## src/hacd_pkg.sv

```systemverilog
// Package of constants and types for the core execution datapath
package hacd_pkg;
    localparam int INSTR_W       = 12;
    localparam int DATA_W        = 8;
    localparam int PC_W_SMALL    = 9;
    localparam int PC_W_LARGE    = 11;
    localparam int FILE_ADDR_W   = 7;
    localparam int FILE_DEPTH    = 128;
    // Special function register addresses in data space
    localparam logic [6:0] ADDR_INDF   = 7'h00;
    localparam logic [6:0] ADDR_PCL    = 7'h02;
    localparam logic [6:0] ADDR_STATUS = 7'h03;
    localparam logic [6:0] ADDR_FSR    = 7'h04;
    // Status field positions
    localparam int STAT_CARRY    = 0;
    localparam int STAT_DIGIT    = 1;
    localparam int STAT_ZERO     = 2;
    localparam logic [7:0] STATUS_RESET = 8'h18;
    localparam logic [11:0] NOP_WORD    = 12'h000;
    // Opcode patterns
    localparam logic [11:0] OP_GOTO_MASK = 12'he00;
    localparam logic [11:0] OP_GOTO      = 12'ha00;
    localparam logic [11:0] OP_LIT_MASK  = 12'hf00;
    localparam logic [11:0] OP_MOVLW     = 12'hc00;
    localparam logic [11:0] OP_IORLW     = 12'hd00;
    localparam logic [11:0] OP_ANDLW     = 12'he00;
    localparam logic [11:0] OP_XORLW     = 12'hf00;

    typedef enum logic [3:0] {
        HACD_ALU_PASS_W = 4'h0,
        HACD_ALU_PASS_F = 4'h1,
        HACD_ALU_ADD    = 4'h2,
        HACD_ALU_SUB    = 4'h3,
        HACD_ALU_AND    = 4'h4,
        HACD_ALU_OR     = 4'h5,
        HACD_ALU_XOR    = 4'h6,
        HACD_ALU_COM    = 4'h7,
        HACD_ALU_INC    = 4'h8,
        HACD_ALU_DEC    = 4'h9,
        HACD_ALU_RLF    = 4'ha,
        HACD_ALU_RRF    = 4'hb,
        HACD_ALU_SWAP   = 4'hc,
        HACD_ALU_CLR    = 4'hd
    } hacd_alu_op_t;

    typedef enum logic [1:0] {
        HACD_ST_RESET = 2'b00,
        HACD_ST_RUN   = 2'b01,
        HACD_ST_FLUSH = 2'b11
    } hacd_state_t;
endpackage

```

## src/hacd_file_if.sv

```systemverilog
// Interface carrying data memory port signals between core and file memory
interface hacd_file_if;
    logic [6:0] addr;
    logic [6:0] raddr;
    logic [7:0] wdata;
    logic       we;
    logic [7:0] rdata;
    modport core (output addr, output raddr, output wdata, output we, input rdata);
    modport mem  (input addr, input raddr, input wdata, input we, output rdata);
endinterface

```

## src/hacd_core.sv

```systemverilog
// Core execution datapath: fetch/execute pipeline, accumulator and ALU
//
// Contract
// - Plain instructions finish in one cycle, flow changes in two.
// - Every instruction is one 12-bit word.
// - One whole 12-bit word is fetched per cycle on a dedicated program bus.
// - Fetching the next word overlaps executing the current one.
// - The program counter spans 512 words or 2048 words depending on variant.
// - Program and data memory use separate buses and work in the same cycle.
// - Special function registers, the counter included, sit in data space.
// - The ALU is 8 bits wide with add, subtract, shift and logic operations.
// - Arithmetic is two's complement.
// - Two-operand work uses the accumulator and a file register or literal.
// - Single-operand work uses the accumulator or a file register.
// - The accumulator is an 8-bit register with no data-space address.
// - Results update carry, digit carry and zero as the operation dictates.
// - On subtraction carry and digit carry are inverted borrows.
module hacd_core #(
    parameter int PC_W = hacd_pkg::PC_W_LARGE
) (
    input  wire logic        clk,
    input  wire logic        rst,
    output logic [PC_W-1:0]  prog_addr,
    input  wire logic [11:0] prog_data,
    output logic [7:0]       accum,
    output logic [7:0]       status,
    output logic             branch_taken
);
    initial begin
        if (PC_W != hacd_pkg::PC_W_SMALL && PC_W != hacd_pkg::PC_W_LARGE)
            $error("hacd_core: PC_W must be 9 or 11");
    end

    hacd_file_if fport ();
    hacd_file_mem #(.DEPTH(hacd_pkg::FILE_DEPTH)) u_mem (.clk(clk), .port(fport));

    hacd_pkg::hacd_state_t state;
    logic [PC_W-1:0] pc;
    logic [11:0]     ir;
    logic [7:0]      fsr;
    logic [7:0]      w;

    // ALU evaluation: returns {carry, digit, result}
    function automatic logic [9:0] alu(input hacd_pkg::hacd_alu_op_t op,
                                       input logic [7:0] a, input logic [7:0] b,
                                       input logic c_in);
        logic [8:0] s;
        logic [4:0] n;
        s = 9'h000;
        n = 5'h00;
        case (op)
            hacd_pkg::HACD_ALU_ADD: begin
                s = {1'b0, a} + {1'b0, b};
                n = {1'b0, a[3:0]} + {1'b0, b[3:0]};
            end
            hacd_pkg::HACD_ALU_SUB: begin
                // f - w as f + ~w + 1: carry out is the inverted borrow
                s = {1'b0, b} + {1'b0, ~a} + 9'h001;
                n = {1'b0, b[3:0]} + {1'b0, ~a[3:0]} + 5'h01;
            end
            hacd_pkg::HACD_ALU_PASS_W: s = {1'b0, a};
            hacd_pkg::HACD_ALU_PASS_F: s = {1'b0, b};
            hacd_pkg::HACD_ALU_AND:    s = {1'b0, a & b};
            hacd_pkg::HACD_ALU_OR:     s = {1'b0, a | b};
            hacd_pkg::HACD_ALU_XOR:    s = {1'b0, a ^ b};
            hacd_pkg::HACD_ALU_COM:    s = {1'b0, ~b};
            hacd_pkg::HACD_ALU_INC:    s = {1'b0, b + 8'h01};
            hacd_pkg::HACD_ALU_DEC:    s = {1'b0, b - 8'h01};
            hacd_pkg::HACD_ALU_RLF:    s = {b, c_in};
            hacd_pkg::HACD_ALU_RRF:    s = {b[0], c_in, b[7:1]};
            hacd_pkg::HACD_ALU_SWAP:   s = {1'b0, b[3:0], b[7:4]};
            hacd_pkg::HACD_ALU_CLR:    s = 9'h000;
            default:                   s = 9'h000;
        endcase
        return {s[8], n[4], s[7:0]};
    endfunction

    // Instruction decode of the word in execute
    wire        exec_valid = (state == hacd_pkg::HACD_ST_RUN);
    wire        is_goto    = (ir & hacd_pkg::OP_GOTO_MASK) == hacd_pkg::OP_GOTO;
    wire        is_call    = ir[11:8] == 4'h9;
    wire        is_retlw   = ir[11:8] == 4'h8;
    wire [3:0]  lit_op     = ir[11:8];
    wire        is_lit     = ir[11:10] == 2'b11;
    wire        is_bitop   = ir[11:10] == 2'b01;
    wire        is_byte    = ir[11:10] == 2'b00;
    wire [3:0]  byte_op    = ir[9:6];
    wire        dest_f     = ir[5];
    wire [4:0]  f_field    = ir[4:0];
    wire [7:0]  lit        = ir[7:0];

    // Indirect access goes through the pointer register
    wire [6:0]  f_addr     = (f_field == 5'h00) ? fsr[6:0] : {2'b00, f_field};
    logic [7:0] fwd_data;
    logic [6:0] fwd_addr;
    logic       fwd_valid;
    wire [7:0]  mem_f      = (fwd_valid && fwd_addr == f_addr) ? fwd_data : fport.rdata;
    wire [7:0]  f_val      = (f_addr == hacd_pkg::ADDR_PCL)    ? 8'(pc) :
                             (f_addr == hacd_pkg::ADDR_STATUS) ? status :
                             (f_addr == hacd_pkg::ADDR_FSR)    ? fsr : mem_f;

    hacd_pkg::hacd_alu_op_t op;
    logic       upd_z;
    logic       upd_c;
    logic       upd_dc;
    logic       to_w;
    logic       to_f;
    always_comb begin
        op = hacd_pkg::HACD_ALU_PASS_W;
        upd_z = 1'b0;
        upd_c = 1'b0;
        upd_dc = 1'b0;
        to_w = 1'b0;
        to_f = 1'b0;
        if (is_byte) begin
            to_w = !dest_f;
            to_f = dest_f;
            upd_z = 1'b1;
            case (byte_op)
                4'h0: begin op = hacd_pkg::HACD_ALU_PASS_W; to_f = dest_f; upd_z = 1'b0; end
                4'h1: begin op = hacd_pkg::HACD_ALU_CLR; end
                4'h2: begin op = hacd_pkg::HACD_ALU_SUB; upd_c = 1'b1; upd_dc = 1'b1; end
                4'h3: op = hacd_pkg::HACD_ALU_DEC;
                4'h4: op = hacd_pkg::HACD_ALU_OR;
                4'h5: op = hacd_pkg::HACD_ALU_AND;
                4'h6: op = hacd_pkg::HACD_ALU_XOR;
                4'h7: begin op = hacd_pkg::HACD_ALU_ADD; upd_c = 1'b1; upd_dc = 1'b1; end
                4'h8: op = hacd_pkg::HACD_ALU_PASS_F;
                4'h9: op = hacd_pkg::HACD_ALU_COM;
                4'ha: op = hacd_pkg::HACD_ALU_INC;
                4'hc: begin op = hacd_pkg::HACD_ALU_RRF; upd_z = 1'b0; upd_c = 1'b1; end
                4'hd: begin op = hacd_pkg::HACD_ALU_RLF; upd_z = 1'b0; upd_c = 1'b1; end
                4'he: begin op = hacd_pkg::HACD_ALU_SWAP; upd_z = 1'b0; end
                default: begin to_w = 1'b0; to_f = 1'b0; upd_z = 1'b0; end
            endcase
            if (ir[11:5] == 7'h00) begin
                to_w = 1'b0;
                to_f = 1'b0;
            end
        end else if (is_lit) begin
            to_w = 1'b1;
            upd_z = lit_op != 4'hc;
            case (lit_op)
                4'hc: op = hacd_pkg::HACD_ALU_PASS_F;
                4'hd: op = hacd_pkg::HACD_ALU_OR;
                4'he: op = hacd_pkg::HACD_ALU_AND;
                default: op = hacd_pkg::HACD_ALU_XOR;
            endcase
        end else if (is_retlw) begin
            to_w = 1'b1;
            op = hacd_pkg::HACD_ALU_PASS_F;
        end
    end

    wire [7:0] alu_b = (is_lit || is_retlw) ? lit : f_val;
    // Bit set and clear reuse the file write path
    wire [7:0] bit_mask = 8'h01 << ir[7:5];
    wire [7:0] bit_res  = ir[8] ? (f_val | bit_mask) : (f_val & ~bit_mask);
    wire       bit_skip = (ir[9:8] == 2'b10 && !f_val[ir[7:5]]) ||
                          (ir[9:8] == 2'b11 && f_val[ir[7:5]]);
    wire [9:0] alu_out  = alu(op, w, alu_b, status[hacd_pkg::STAT_CARRY]);
    wire [7:0] result   = alu_out[7:0];
    wire       res_zero = result == 8'h00;
    wire       skip_z   = is_byte && (byte_op == 4'hb || byte_op == 4'hf) && dest_f == dest_f &&
                          ((byte_op == 4'hb) ? (f_val - 8'h01) == 8'h00 : (f_val + 8'h01) == 8'h00);
    wire [7:0] skz_res  = (byte_op == 4'hb) ? f_val - 8'h01 : f_val + 8'h01;
    wire       skz_op   = is_byte && (byte_op == 4'hb || byte_op == 4'hf);
    wire       wr_f     = exec_valid && (((to_f || skz_op) && is_byte) || (is_bitop && !ir[9]));
    wire [7:0] wr_data  = is_bitop ? bit_res : (skz_op ? skz_res : result);
    wire       wr_w     = exec_valid && (to_w || (skz_op && !dest_f));
    wire       pc_write = wr_f && f_addr == hacd_pkg::ADDR_PCL;

    // Any flow change or skip costs the fetched word
    assign branch_taken = exec_valid && (is_goto || is_call || is_retlw || pc_write ||
                          (is_bitop && ir[9] && bit_skip) || skip_z);
    wire [PC_W-1:0] target = is_goto ? PC_W'(ir[8:0]) :
                             is_call ? PC_W'(ir[7:0]) :
                             pc_write ? PC_W'(wr_data) : pc + PC_W'(1);
    wire [PC_W-1:0] next_pc = (branch_taken && !skip_z && !(is_bitop && ir[9])) ? target
                                                                            : pc + PC_W'(1);

    assign prog_addr = pc;
    assign fport.addr  = wr_f ? f_addr : (exec_valid ? f_addr : 7'h00);
    // Read data is registered, so the operand is read while its word is being fetched
    wire [4:0] nxt_field = prog_data[4:0];
    wire [7:0] fsr_now   = (wr_f && f_addr == hacd_pkg::ADDR_FSR) ? wr_data : fsr;
    assign fport.raddr = (nxt_field == 5'h00) ? fsr_now[6:0] : {2'b00, nxt_field};
    assign fport.wdata = wr_data;
    assign fport.we    = wr_f && f_addr > hacd_pkg::ADDR_FSR;
    assign accum = w;

    always_ff @(posedge clk or posedge rst) begin
        if (rst) begin
            state <= hacd_pkg::HACD_ST_RESET;
            pc <= '0;
            ir <= hacd_pkg::NOP_WORD;
        end else begin
            pc <= next_pc;
            // Flush replaces the fetched word with a no-operation
            ir <= branch_taken ? hacd_pkg::NOP_WORD : prog_data;
            state <= branch_taken ? hacd_pkg::HACD_ST_FLUSH : hacd_pkg::HACD_ST_RUN;
        end
    end

    always_ff @(posedge clk or posedge rst) begin
        if (rst) begin
            w <= 8'h00;
        end else if (wr_w) begin
            w <= skz_op ? skz_res : result;
        end
    end

    always_ff @(posedge clk or posedge rst) begin
        if (rst) begin
            fsr <= 8'h00;
            status <= hacd_pkg::STATUS_RESET;
            fwd_valid <= 1'b0;
            fwd_addr <= 7'h00;
            fwd_data <= 8'h00;
        end else begin
            fwd_valid <= fport.we;
            fwd_addr <= f_addr;
            fwd_data <= wr_data;
            if (wr_f && f_addr == hacd_pkg::ADDR_FSR) fsr <= wr_data;
            if (wr_f && f_addr == hacd_pkg::ADDR_STATUS) begin
                status <= wr_data;
            end else if (exec_valid) begin
                if (upd_c) status[hacd_pkg::STAT_CARRY] <= alu_out[9];
                if (upd_dc) status[hacd_pkg::STAT_DIGIT] <= alu_out[8];
                if (upd_z) status[hacd_pkg::STAT_ZERO] <= res_zero;
            end
        end
    end
endmodule

```

## src/hacd_file_mem.sv

```systemverilog
// Register file memory with registered read data
module hacd_file_mem #(
    parameter int DEPTH = 128
) (
    input  wire logic clk,
    hacd_file_if.mem  port
);
    logic [7:0] mem [DEPTH];
    logic [7:0] rdata_q;

    initial begin
        if (DEPTH < 8 || DEPTH > 128) $error("hacd_file_mem: DEPTH out of range");
    end

    // Read-during-write returns the old value; the core forwards around it
    always_ff @(posedge clk) begin
        if (port.we) begin
            mem[port.addr] <= port.wdata;
        end
        rdata_q <= mem[port.raddr];
    end

    assign port.rdata = rdata_q;
endmodule

```

## config.mk

```make
export PLATFORM = sky130hd
export DESIGN_NAME = hacd_core
export DESIGN_NICKNAME = d
export VERILOG_FILES = /design/src/hacd_pkg.sv /design/src/hacd_file_if.sv /design/src/hacd_core.sv /design/src/hacd_file_mem.sv
export SDC_FILE = /design/constraint.sdc
export NUM_CORES = 2
export LEC_CHECK = 0
export ABC_AREA = 1
export BUFFER_PORTS_ARGS = -buffer_cell sky130_fd_sc_hd__buf_2
export CORE_MARGIN = 2
export CORE_UTILIZATION = 60
export CTS_CLUSTER_DIAMETER = 100
export CTS_CLUSTER_SIZE = 24
export DETAILED_ROUTE_END_ITERATION = 8
export GPL_TIMING_DRIVEN = 0
export PLACE_DENSITY = 0.84
export SLEW_MARGIN = 10
export SYNTH_ARGS = -nofsm -noshare
export SYNTH_HDL_FRONTEND = slang
export SYNTH_SLANG_ARGS = --single-unit
```

## constraint.sdc

```tcl
create_clock -name clk -period 10.8 [get_ports clk]
set_clock_uncertainty 0.2 [all_clocks]
set_input_delay 0.54 -clock clk [delete_from_list [all_inputs] [get_ports clk]]
set_output_delay 0.54 -clock clk [all_outputs]
set_load 0.005 [all_outputs]
```

[Word level (Yosys, flattened, before mapping)]
Memory sizes are Yosys's and may differ from the RTL's. A register that Yosys moved wholly into a read port is not among the register bits.
Index checks and enable logic that the tools add are counted.
Word-level totals
  input port bits: 14
  output and inout bits: 28
  word-level logic and storage cells: 187
  bits in registers: 65
  memory bits (writable): 1024
  memories: 1
Memory list
  u_mem.mem: depth 128, width 8, read ports 1, clocked after Yosys merged registers in 1, wr ports 1, RTL line hacd_file_mem.sv:8  | logic [7:0] mem [DEPTH];
Operators by class
  shift operators: 1
  order comparisons: 2
  add/sub/neg operators: 11
  eq/ne operators: 43
  multiplexer cells: 52
  bitwise gates (word level): 9
  reductions and logical operators: 55
Operators with widths (count)
  $pmux 9 s13: 1
  $eq 4x4->1 const B: 18
  $mux 8: 9
  $pmux 4 s13: 1
  $mux 11: 4
  $mux 7: 5
  $eq 4x3->1 const B: 8
  $logic_not 8->1: 3
  $not 8->8: 3
  $mux 1: 23
  $logic_and 1x1->1: 19
  $add 8x8->9: 2
  $add 8x1->8 const B: 2
  $and 8x8->8: 2
  $eq 4x2->1 const B: 4
  $or 8x8->8: 2
  $sub 8x1->8 const B: 2
  $eq 7x2->1 const B: 2
  $reduce_or 14->1: 1
  $mux 12: 1
  $add 11x1->11 const B: 1
  $logic_or 1x1->1: 11
  $add 4x4->5: 2
  $logic_not 5->1: 2
  29 further kinds: 45

[Longest topological paths before layout]
  word-level depth: 20
  depth in mapped cells: 40

[Hierarchy]
Synthesis repeated with hierarchy kept, for this count alone.
Second synthesis, totals
  cells, all modules: 4607
  area, all modules: 48657.9 µm²
Modules (own cells, without submodules)
  hacd_file_mem: area each 42104.1 µm², instances 1, seq. area each 30909.6 µm², cells each 3575
  hacd_core: area each 6553.8 µm², instances 1, seq. area each 1629.1 µm², cells each 1032

[Worst setup path after synthesis]
OpenSTA, ideal clock, no wires.
  path kind: register -> register
  start: reg ir[3]
  end: mem u_mem.mem[0][6], data pin
  data arrival time: 6.786 ns
  setup time: 0.854 ns
  stages on the path, launching flop included: 29
  period minus slack after synthesis: 7.840 ns
  path slack: 2.960 ns
  cells stage by stage: dfrtp_1 -> nor2_4 -> nand4_1 -> nand2_2 -> inv_1 -> nor3_2 -> nand2_2 -> buf_6 -> inv_2 -> nand2_1 -> nand3_1 -> nand2_1 -> nand3_1 -> nand2_1 -> inv_1 -> ha_1 -> inv_1 -> a21oi_1 -> o21ai_0 -> a21oi_1 -> o21ai_0 -> nor2_1 -> o22ai_1 -> a21oi_1 -> o2111ai_1 -> a221oi_1 -> nand3_1 -> o21ai_0 -> o21ai_1
Between the ends
  cells in the longest elaborated chain, start to end: 14
  elaborated cells on any way between the ends: 30
  classes of those cells: add/sub: 7; eq/ne: 4; mux: 11; bitwise: 6; reduce/logical: 2
Ends and longest elaborated chain
  start: declaration: RTL line hacd_core.sv:39  | logic [11:0] ir;
  start signal: assignment: RTL line hacd_core.sv:196  | ir <= hacd_pkg::NOP_WORD;
  start signal: assignment: RTL line hacd_core.sv:200  | ir <= branch_taken ? hacd_pkg::NOP_WORD : prog_data;
  $logic_not 5->1 *: RTL line hacd_core.sv:93  | wire [6:0] f_addr = (f_field == 5'h00) ? fsr[6:0] : {2'b00, f_field};
  $mux 7 *: RTL line hacd_core.sv:93
  via f_addr[2]: RTL line hacd_core.sv:93
  $eq 7x7->1: RTL line hacd_core.sv:97  | wire [7:0] mem_f = (fwd_valid && fwd_addr == f_addr) ? fwd_data : fport.rdata;
  $logic_and 1x1->1: RTL line hacd_core.sv:97
  $mux 8: RTL line hacd_core.sv:97
  $mux 8: RTL line hacd_core.sv:100  | (f_addr == hacd_pkg::ADDR_FSR) ? fsr : mem_f;
  $mux 8: RTL line hacd_core.sv:99  | (f_addr == hacd_pkg::ADDR_STATUS) ? status :
  $mux 8 *: RTL line hacd_core.sv:98  | wire [7:0] f_val = (f_addr == hacd_pkg::ADDR_PCL) ? 8'(pc) :
  $mux 8: RTL line hacd_core.sv:155  | wire [7:0] alu_b = (is_lit || is_retlw) ? lit : f_val;
  $add 8x8->9: RTL line hacd_core.sv:58  | s = {1'b0, b} + {1'b0, ~a} + 9'h001;
  $add 9x1->9: RTL line hacd_core.sv:58
  $pmux 9 s13: RTL line hacd_core.sv:51  | case (op)
  $mux 8: RTL line hacd_core.sv:169  | wire [7:0] wr_data = is_bitop ? bit_res : (skz_op ? skz_res : result);
  $mux 8 *: RTL line hacd_core.sv:169
  via fport.wdata[6]: RTL line hacd_file_if.sv:5  | logic [7:0] wdata;
  end: declaration: RTL line hacd_file_mem.sv:8
The timed path passes the listed nets; every way through them passes the cells marked *.

[Worst setup path after layout]
  start: reg ir[3]
  end: reg u_mem.rdata_q[2], in the netlist u_mem.port.rdata[2] (read register of u_mem.mem)
Between the ends
  cells in the longest elaborated chain, start to end: 16
  elaborated cells on any way between the ends: 33
  classes of those cells: add/sub: 7; eq/ne: 4; mux: 13; bitwise: 6; reduce/logical: 3
Ends and longest elaborated chain
  $logic_not 5->1: RTL line hacd_core.sv:93
  $mux 7: RTL line hacd_core.sv:93
  $eq 7x7->1: RTL line hacd_core.sv:97
  $logic_and 1x1->1: RTL line hacd_core.sv:97
  $mux 8: RTL line hacd_core.sv:97
  $mux 8: RTL line hacd_core.sv:100
  $mux 8: RTL line hacd_core.sv:99
  $mux 8: RTL line hacd_core.sv:98
  $mux 8: RTL line hacd_core.sv:155
  $add 8x8->9: RTL line hacd_core.sv:58
  $add 9x1->9: RTL line hacd_core.sv:58
  $pmux 9 s13: RTL line hacd_core.sv:51
  $mux 8: RTL line hacd_core.sv:169
  $mux 8 *: RTL line hacd_core.sv:169
  via fport.wdata[4]: RTL line hacd_file_if.sv:5
  $mux 7 *
  $mux 7 *: RTL line hacd_core.sv:187  | assign fport.raddr = (nxt_field == 5'h00) ? fsr_now[6:0] : {2'b00, nxt_field};
  end: declaration: RTL line hacd_file_mem.sv:9  | logic [7:0] rdata_q;
Marks and branches as above.
A chain may end at the register's enable or synchronous reset.

==> results.sh <==
export IMPL_wl_met3_um=23950
export IMPL_failed_checks="hold timing, capacitance limit, slew limit"
export IMPL_number_of_enable_flip_flop_cells_after_synthesis=1024
export IMPL_detail_route_iter0_violations=7009
export IMPL_clock_path_buffers=3
export IMPL_count_of_buffers_added_by_post_cts_timing_repair_for_setup=0
export IMPL_timing_limited_maximum_frequency_mhz=133.6
export IMPL_fp_row_count=107
export IMPL_routed_wire_length_per_instance_um=25.19
export IMPL_internal_reg_to_reg_setup_slack_ps=3320
export IMPL_grt_first_pass_wirelength_um=237400
export IMPL_ff2ff_path_depth=34
export IMPL_fin_worst_hold_slack_ps=-1.765
export IMPL_effective_utilization_at_floorplan=0.6065
export IMPL_proportion_of_layout_cells_with_a_drive_suffix_above_1=0.07418
export IMPL_place_gp_congestion=1.040
export IMPL_clk_insertion_delay_late_ps=660
export IMPL_dr_max_layer_used="met5"
export IMPL_drt_drc_violations_left=0
export IMPL_io_buffers=41
export IMPL_postPlaceCellArea_um2=54090
export IMPL_hp_start="prog_data[1]"
export IMPL_synth_sequential_area_ratio=0.6281
export IMPL_synth_cell_type_count=64
export IMPL_design_final_nets=5367
export IMPL_fp_dieArea_um2=88710
export IMPL_cts_num_sinks=1097
export IMPL_numCtsBuffers=53
export IMPL_post_dp_hpwl_um=112500
export IMPL_die_x_um=297.8
export IMPL_crit_path_frequent_cell="sky130_fd_sc_hd__nand2_1"
export IMPL_cts_htree_levels=2
export IMPL_grt_max_degree=84
export IMPL_crit_required_ps=11140
export IMPL_worst_hold_path_type="in -> reg"
export IMPL_syn_inst=5151
export IMPL_async_reset_ff_frac=0.05925
export IMPL_postRouteWirelength_um=163100
export IMPL_r2r_end="u_mem.port.rdata[2]$_DFF_P_"
export IMPL_pwr_density_cell_nw_per_um2=179.6
export IMPL_worst_path_dominant_cell_family="simple AND/OR/NAND/NOR gates"
export IMPL_worstPathBufferInverterCount=4
export IMPL_rsz_0062_raised_after_global_routing="no"
export IMPL_core_um2=85410
export IMPL_cts_tree="yes"
export IMPL_routed_wl_met2_um=71980
export IMPL_area_growth_pct=7.448
export IMPL_drt_antenna_violating_nets=0
export IMPL_syn_mean_instance_area_um2=10.06
export IMPL_endpoint_of_the_worst_hold_path="ir[1]$_DFF_PP0_"
export IMPL_finalHoldViolCount=1
export IMPL_synth_register_bits=1097
export IMPL_final_setup_viol_count=0
export IMPL_detailedRoute_firstPassIterationCount=7
export IMPL_outcome="finished with violations"
export IMPL_finalPower_mw=9.999
export IMPL_worst_path_largest_cell_delay_ps=470
export IMPL_max_slew_margin=-0.02357
export IMPL_wirelength_met1_um=55820
export IMPL_multi_input_gate_area_um2=14850
export IMPL_cts_clk_slew_worst_paths_ps=100
export IMPL_max_cap_viol_count=1
export IMPL_number_of_ports_placed_on_the_die_boundary=42
export IMPL_num_vias=40170
export IMPL_timing_max_transition_violations_final=4
export IMPL_power_leakage_nw=22.78
export IMPL_cp_end_kind="flip-flop"
export IMPL_first_global_vias=38210
export IMPL_globalRoute_totalOverflow=0
export IMPL_die_height_um=297.8
export IMPL_summed_instance_area_of_the_synthesized_netlist_um2=51810
export IMPL_cp_slowest_cell="sky130_fd_sc_hd__dfrtp_1"
export IMPL_drt_vias_per_instance=6.205
export IMPL_register_area_um2=32540
export IMPL_fillers=6571
export IMPL_ys_flop_type="sky130_fd_sc_hd__edfxtp_1"
export IMPL_fin_crit_sh=0.6929
export IMPL_worst_setup_path_start_kind="flip-flop"
export IMPL_finalInstanceArea_um2=55660
export IMPL_final_period_minus_worst_setup_slack_ps=7483
export IMPL_regToRegStartpoint="ir[3]$_DFF_PP0_"
export IMPL_synth_yosys_warnings=0
export IMPL_hold_path_cell_count=3
export IMPL_tightest_slew_ps=1519
export IMPL_cp_arrival_ps=7820
export IMPL_worst_ir_drop_vdd_mv=0.1912
export IMPL_fin_util=0.6517
export IMPL_grt_util_all_layers=0.3613
export IMPL_worstSetupPathType="reg -> reg"
export IMPL_path_max_fanout=44
export IMPL_cts_root_buffer_cell="sky130_fd_sc_hd__clkbuf_16"
export IMPL_grt_antenna_before_repair=6
[cell usage after synthesis (all sizes together), types with 2 or more instances]
cell	number	area (um^2)
or2	6	37.53
nand3	1084	5480
a211oi	4	30.03
o22ai	21	137.6
o311ai	3	26.28
o21a	2	16.27
a22oi	4	30.03
nor3b	2	20.02
nor3	16	101.4
o211ai	18	140.1
clkbuf	60	225.2
inv	844	3171
a31oi	4	31.28
nor4	3	25.02
dfstp	2	52.55
nor2	242	973.4
nand3b	265	1989
edfxtp	1024	30750
o21ai	95	486.7
a21oi	47	246.5
o2111ai	3	26.28
conb	2	7.510
buf	211	1205
xnor2	6	52.55
ha	35	437.9
clkinv	6	22.52
nand2	1007	3825
and2	5	31.28
nand4	21	131.4
a221oi	2	17.52
dfxtp	8	160.2
fa	3	60.06
dfrtp	63	1577
a21boi	2	15.01
o221ai	6	52.55
xor2	19	166.4
o21bai	2	15.01
[what timing repair did]
action | in CTS | in global routing
hold endpoints to repair | 74 | 0
resized for setup | 0 | 0
endpoints found under the setup margin | 0 | 0
hold buffers | 12 | 0
[cells in the final DEF (no fill, tap or decap), drive strengths merged, types with 4 or more instances in the layout]
master,netlist,final
a211oi,4,4
a21oi,47,47
a22oi,4,4
a31oi,4,4
and2,5,5
buf,211,269
clkbuf,60,120
clkinv,6,7
conb,2,41
dfrtp,63,63
dfxtp,8,8
diode,0,4
dlygate4sd3,0,12
edfxtp,1024,1024
ha,35,35
inv,844,847
nand2,1007,1007
nand3,1084,1084
nand3b,265,265
nand4,21,21
nor2,242,242
nor3,16,16
o211ai,18,18
o21ai,95,95
o221ai,6,6
o22ai,21,21
or2,6,6
xnor2,6,6
xor2,19,19
[tightest hold or removal path, delay by kind of cell]
kind,cells,cell delay [ps]
simple gates,1,100
buf+inv,2,180
[cell type report]
cell class | count | share of cell area
inverter | 850 | 0.05750
antenna | 4 | 0.0001798
sequential | 1097 | 0.5845
clock inverter | 5 | 0.001506
tap | 1144 | 0.02571
clock buffer | 60 | 0.02430
buffer | 271 | 0.02574
multi-input combinational | 2972 | 0.2668
timing repair buffer | 70 | 0.01371
[worst max-delay path by stage]
stage / depth (start not counted) / end / startpoint / slack, ps
3_3_place_gp: 29 / u_mem.mem[67][6]$_DFFE_PP_ / ir[3]$_DFF_PP0_ / -3330
6_report: 34 / u_mem.port.rdata[2]$_DFF_P_ / ir[3]$_DFF_PP0_ / 3320
2_1_floorplan: 28 / u_mem.mem[0][6]$_DFFE_PP_ / ir[3]$_DFF_PP0_ / 2960
5_1_grt: 36 / u_mem.port.rdata[2]$_DFF_P_ / ir[3]$_DFF_PP0_ / 2950
3_5_place_dp: 38 / u_mem.port.rdata[0]$_DFF_P_ / ir[3]$_DFF_PP0_ / 3780
4_1_cts: 38 / u_mem.port.rdata[0]$_DFF_P_ / ir[3]$_DFF_PP0_ / 3750
[cells by family (layout without fill, tap and decap cells)]
logic type	Yosys count	after routing	share of synthesized area
simple gates	2651	2651	0.2435
fa+ha+maj	38	38	0.009612
other cells	2	45	0.0001450
flops	1097	1097	0.6281
compound gates	217	217	0.02519
buf+inv	1121	1256	0.08924
xor+xnor	25	25	0.004227
[power breakdown]
group          leakage [nW]  switching, mW  internal, mW
Clock                 0.698           1.34         0.906
Sequential             10.1         0.0940          5.36
Combinational          12.0           1.73         0.570
Total                  22.8           3.16          6.84
[per-stage QoR]
| step | setup TNS, ps | instances | worst slack, ps |
|---|---|---|---|
| global route | 0 | 6469 | 2946 |
| floorplan | 0 | 5190 | 2960 |
| global placement | -453850 | 6375 | -3325 |
| detailed placement | 0 | 6392 | 3776 |
| finish | 0 | 6473 | 3317 |
| CTS | 0 | 6469 | 3753 |
[flip-flops by register name, indices dropped and copies added, names as in the netlist]
register / count
fsr: 8
prog_addr: 11
u_mem.mem: 1024
fwd_valid: 1
state: 2
fwd_data: 8
u_mem.port.rdata: 8
ir: 12
status: 8
accum: 8
fwd_addr: 7
[per-layer routing]
metal	global-route usage	up-vias
met1	0.4648	18800
li1	-	17500
met3	0.1040	655
met4	0.2121	6
met5	0	-
met2	0.5493	3212
Note: power is estimated with default switching activity, not from simulation.
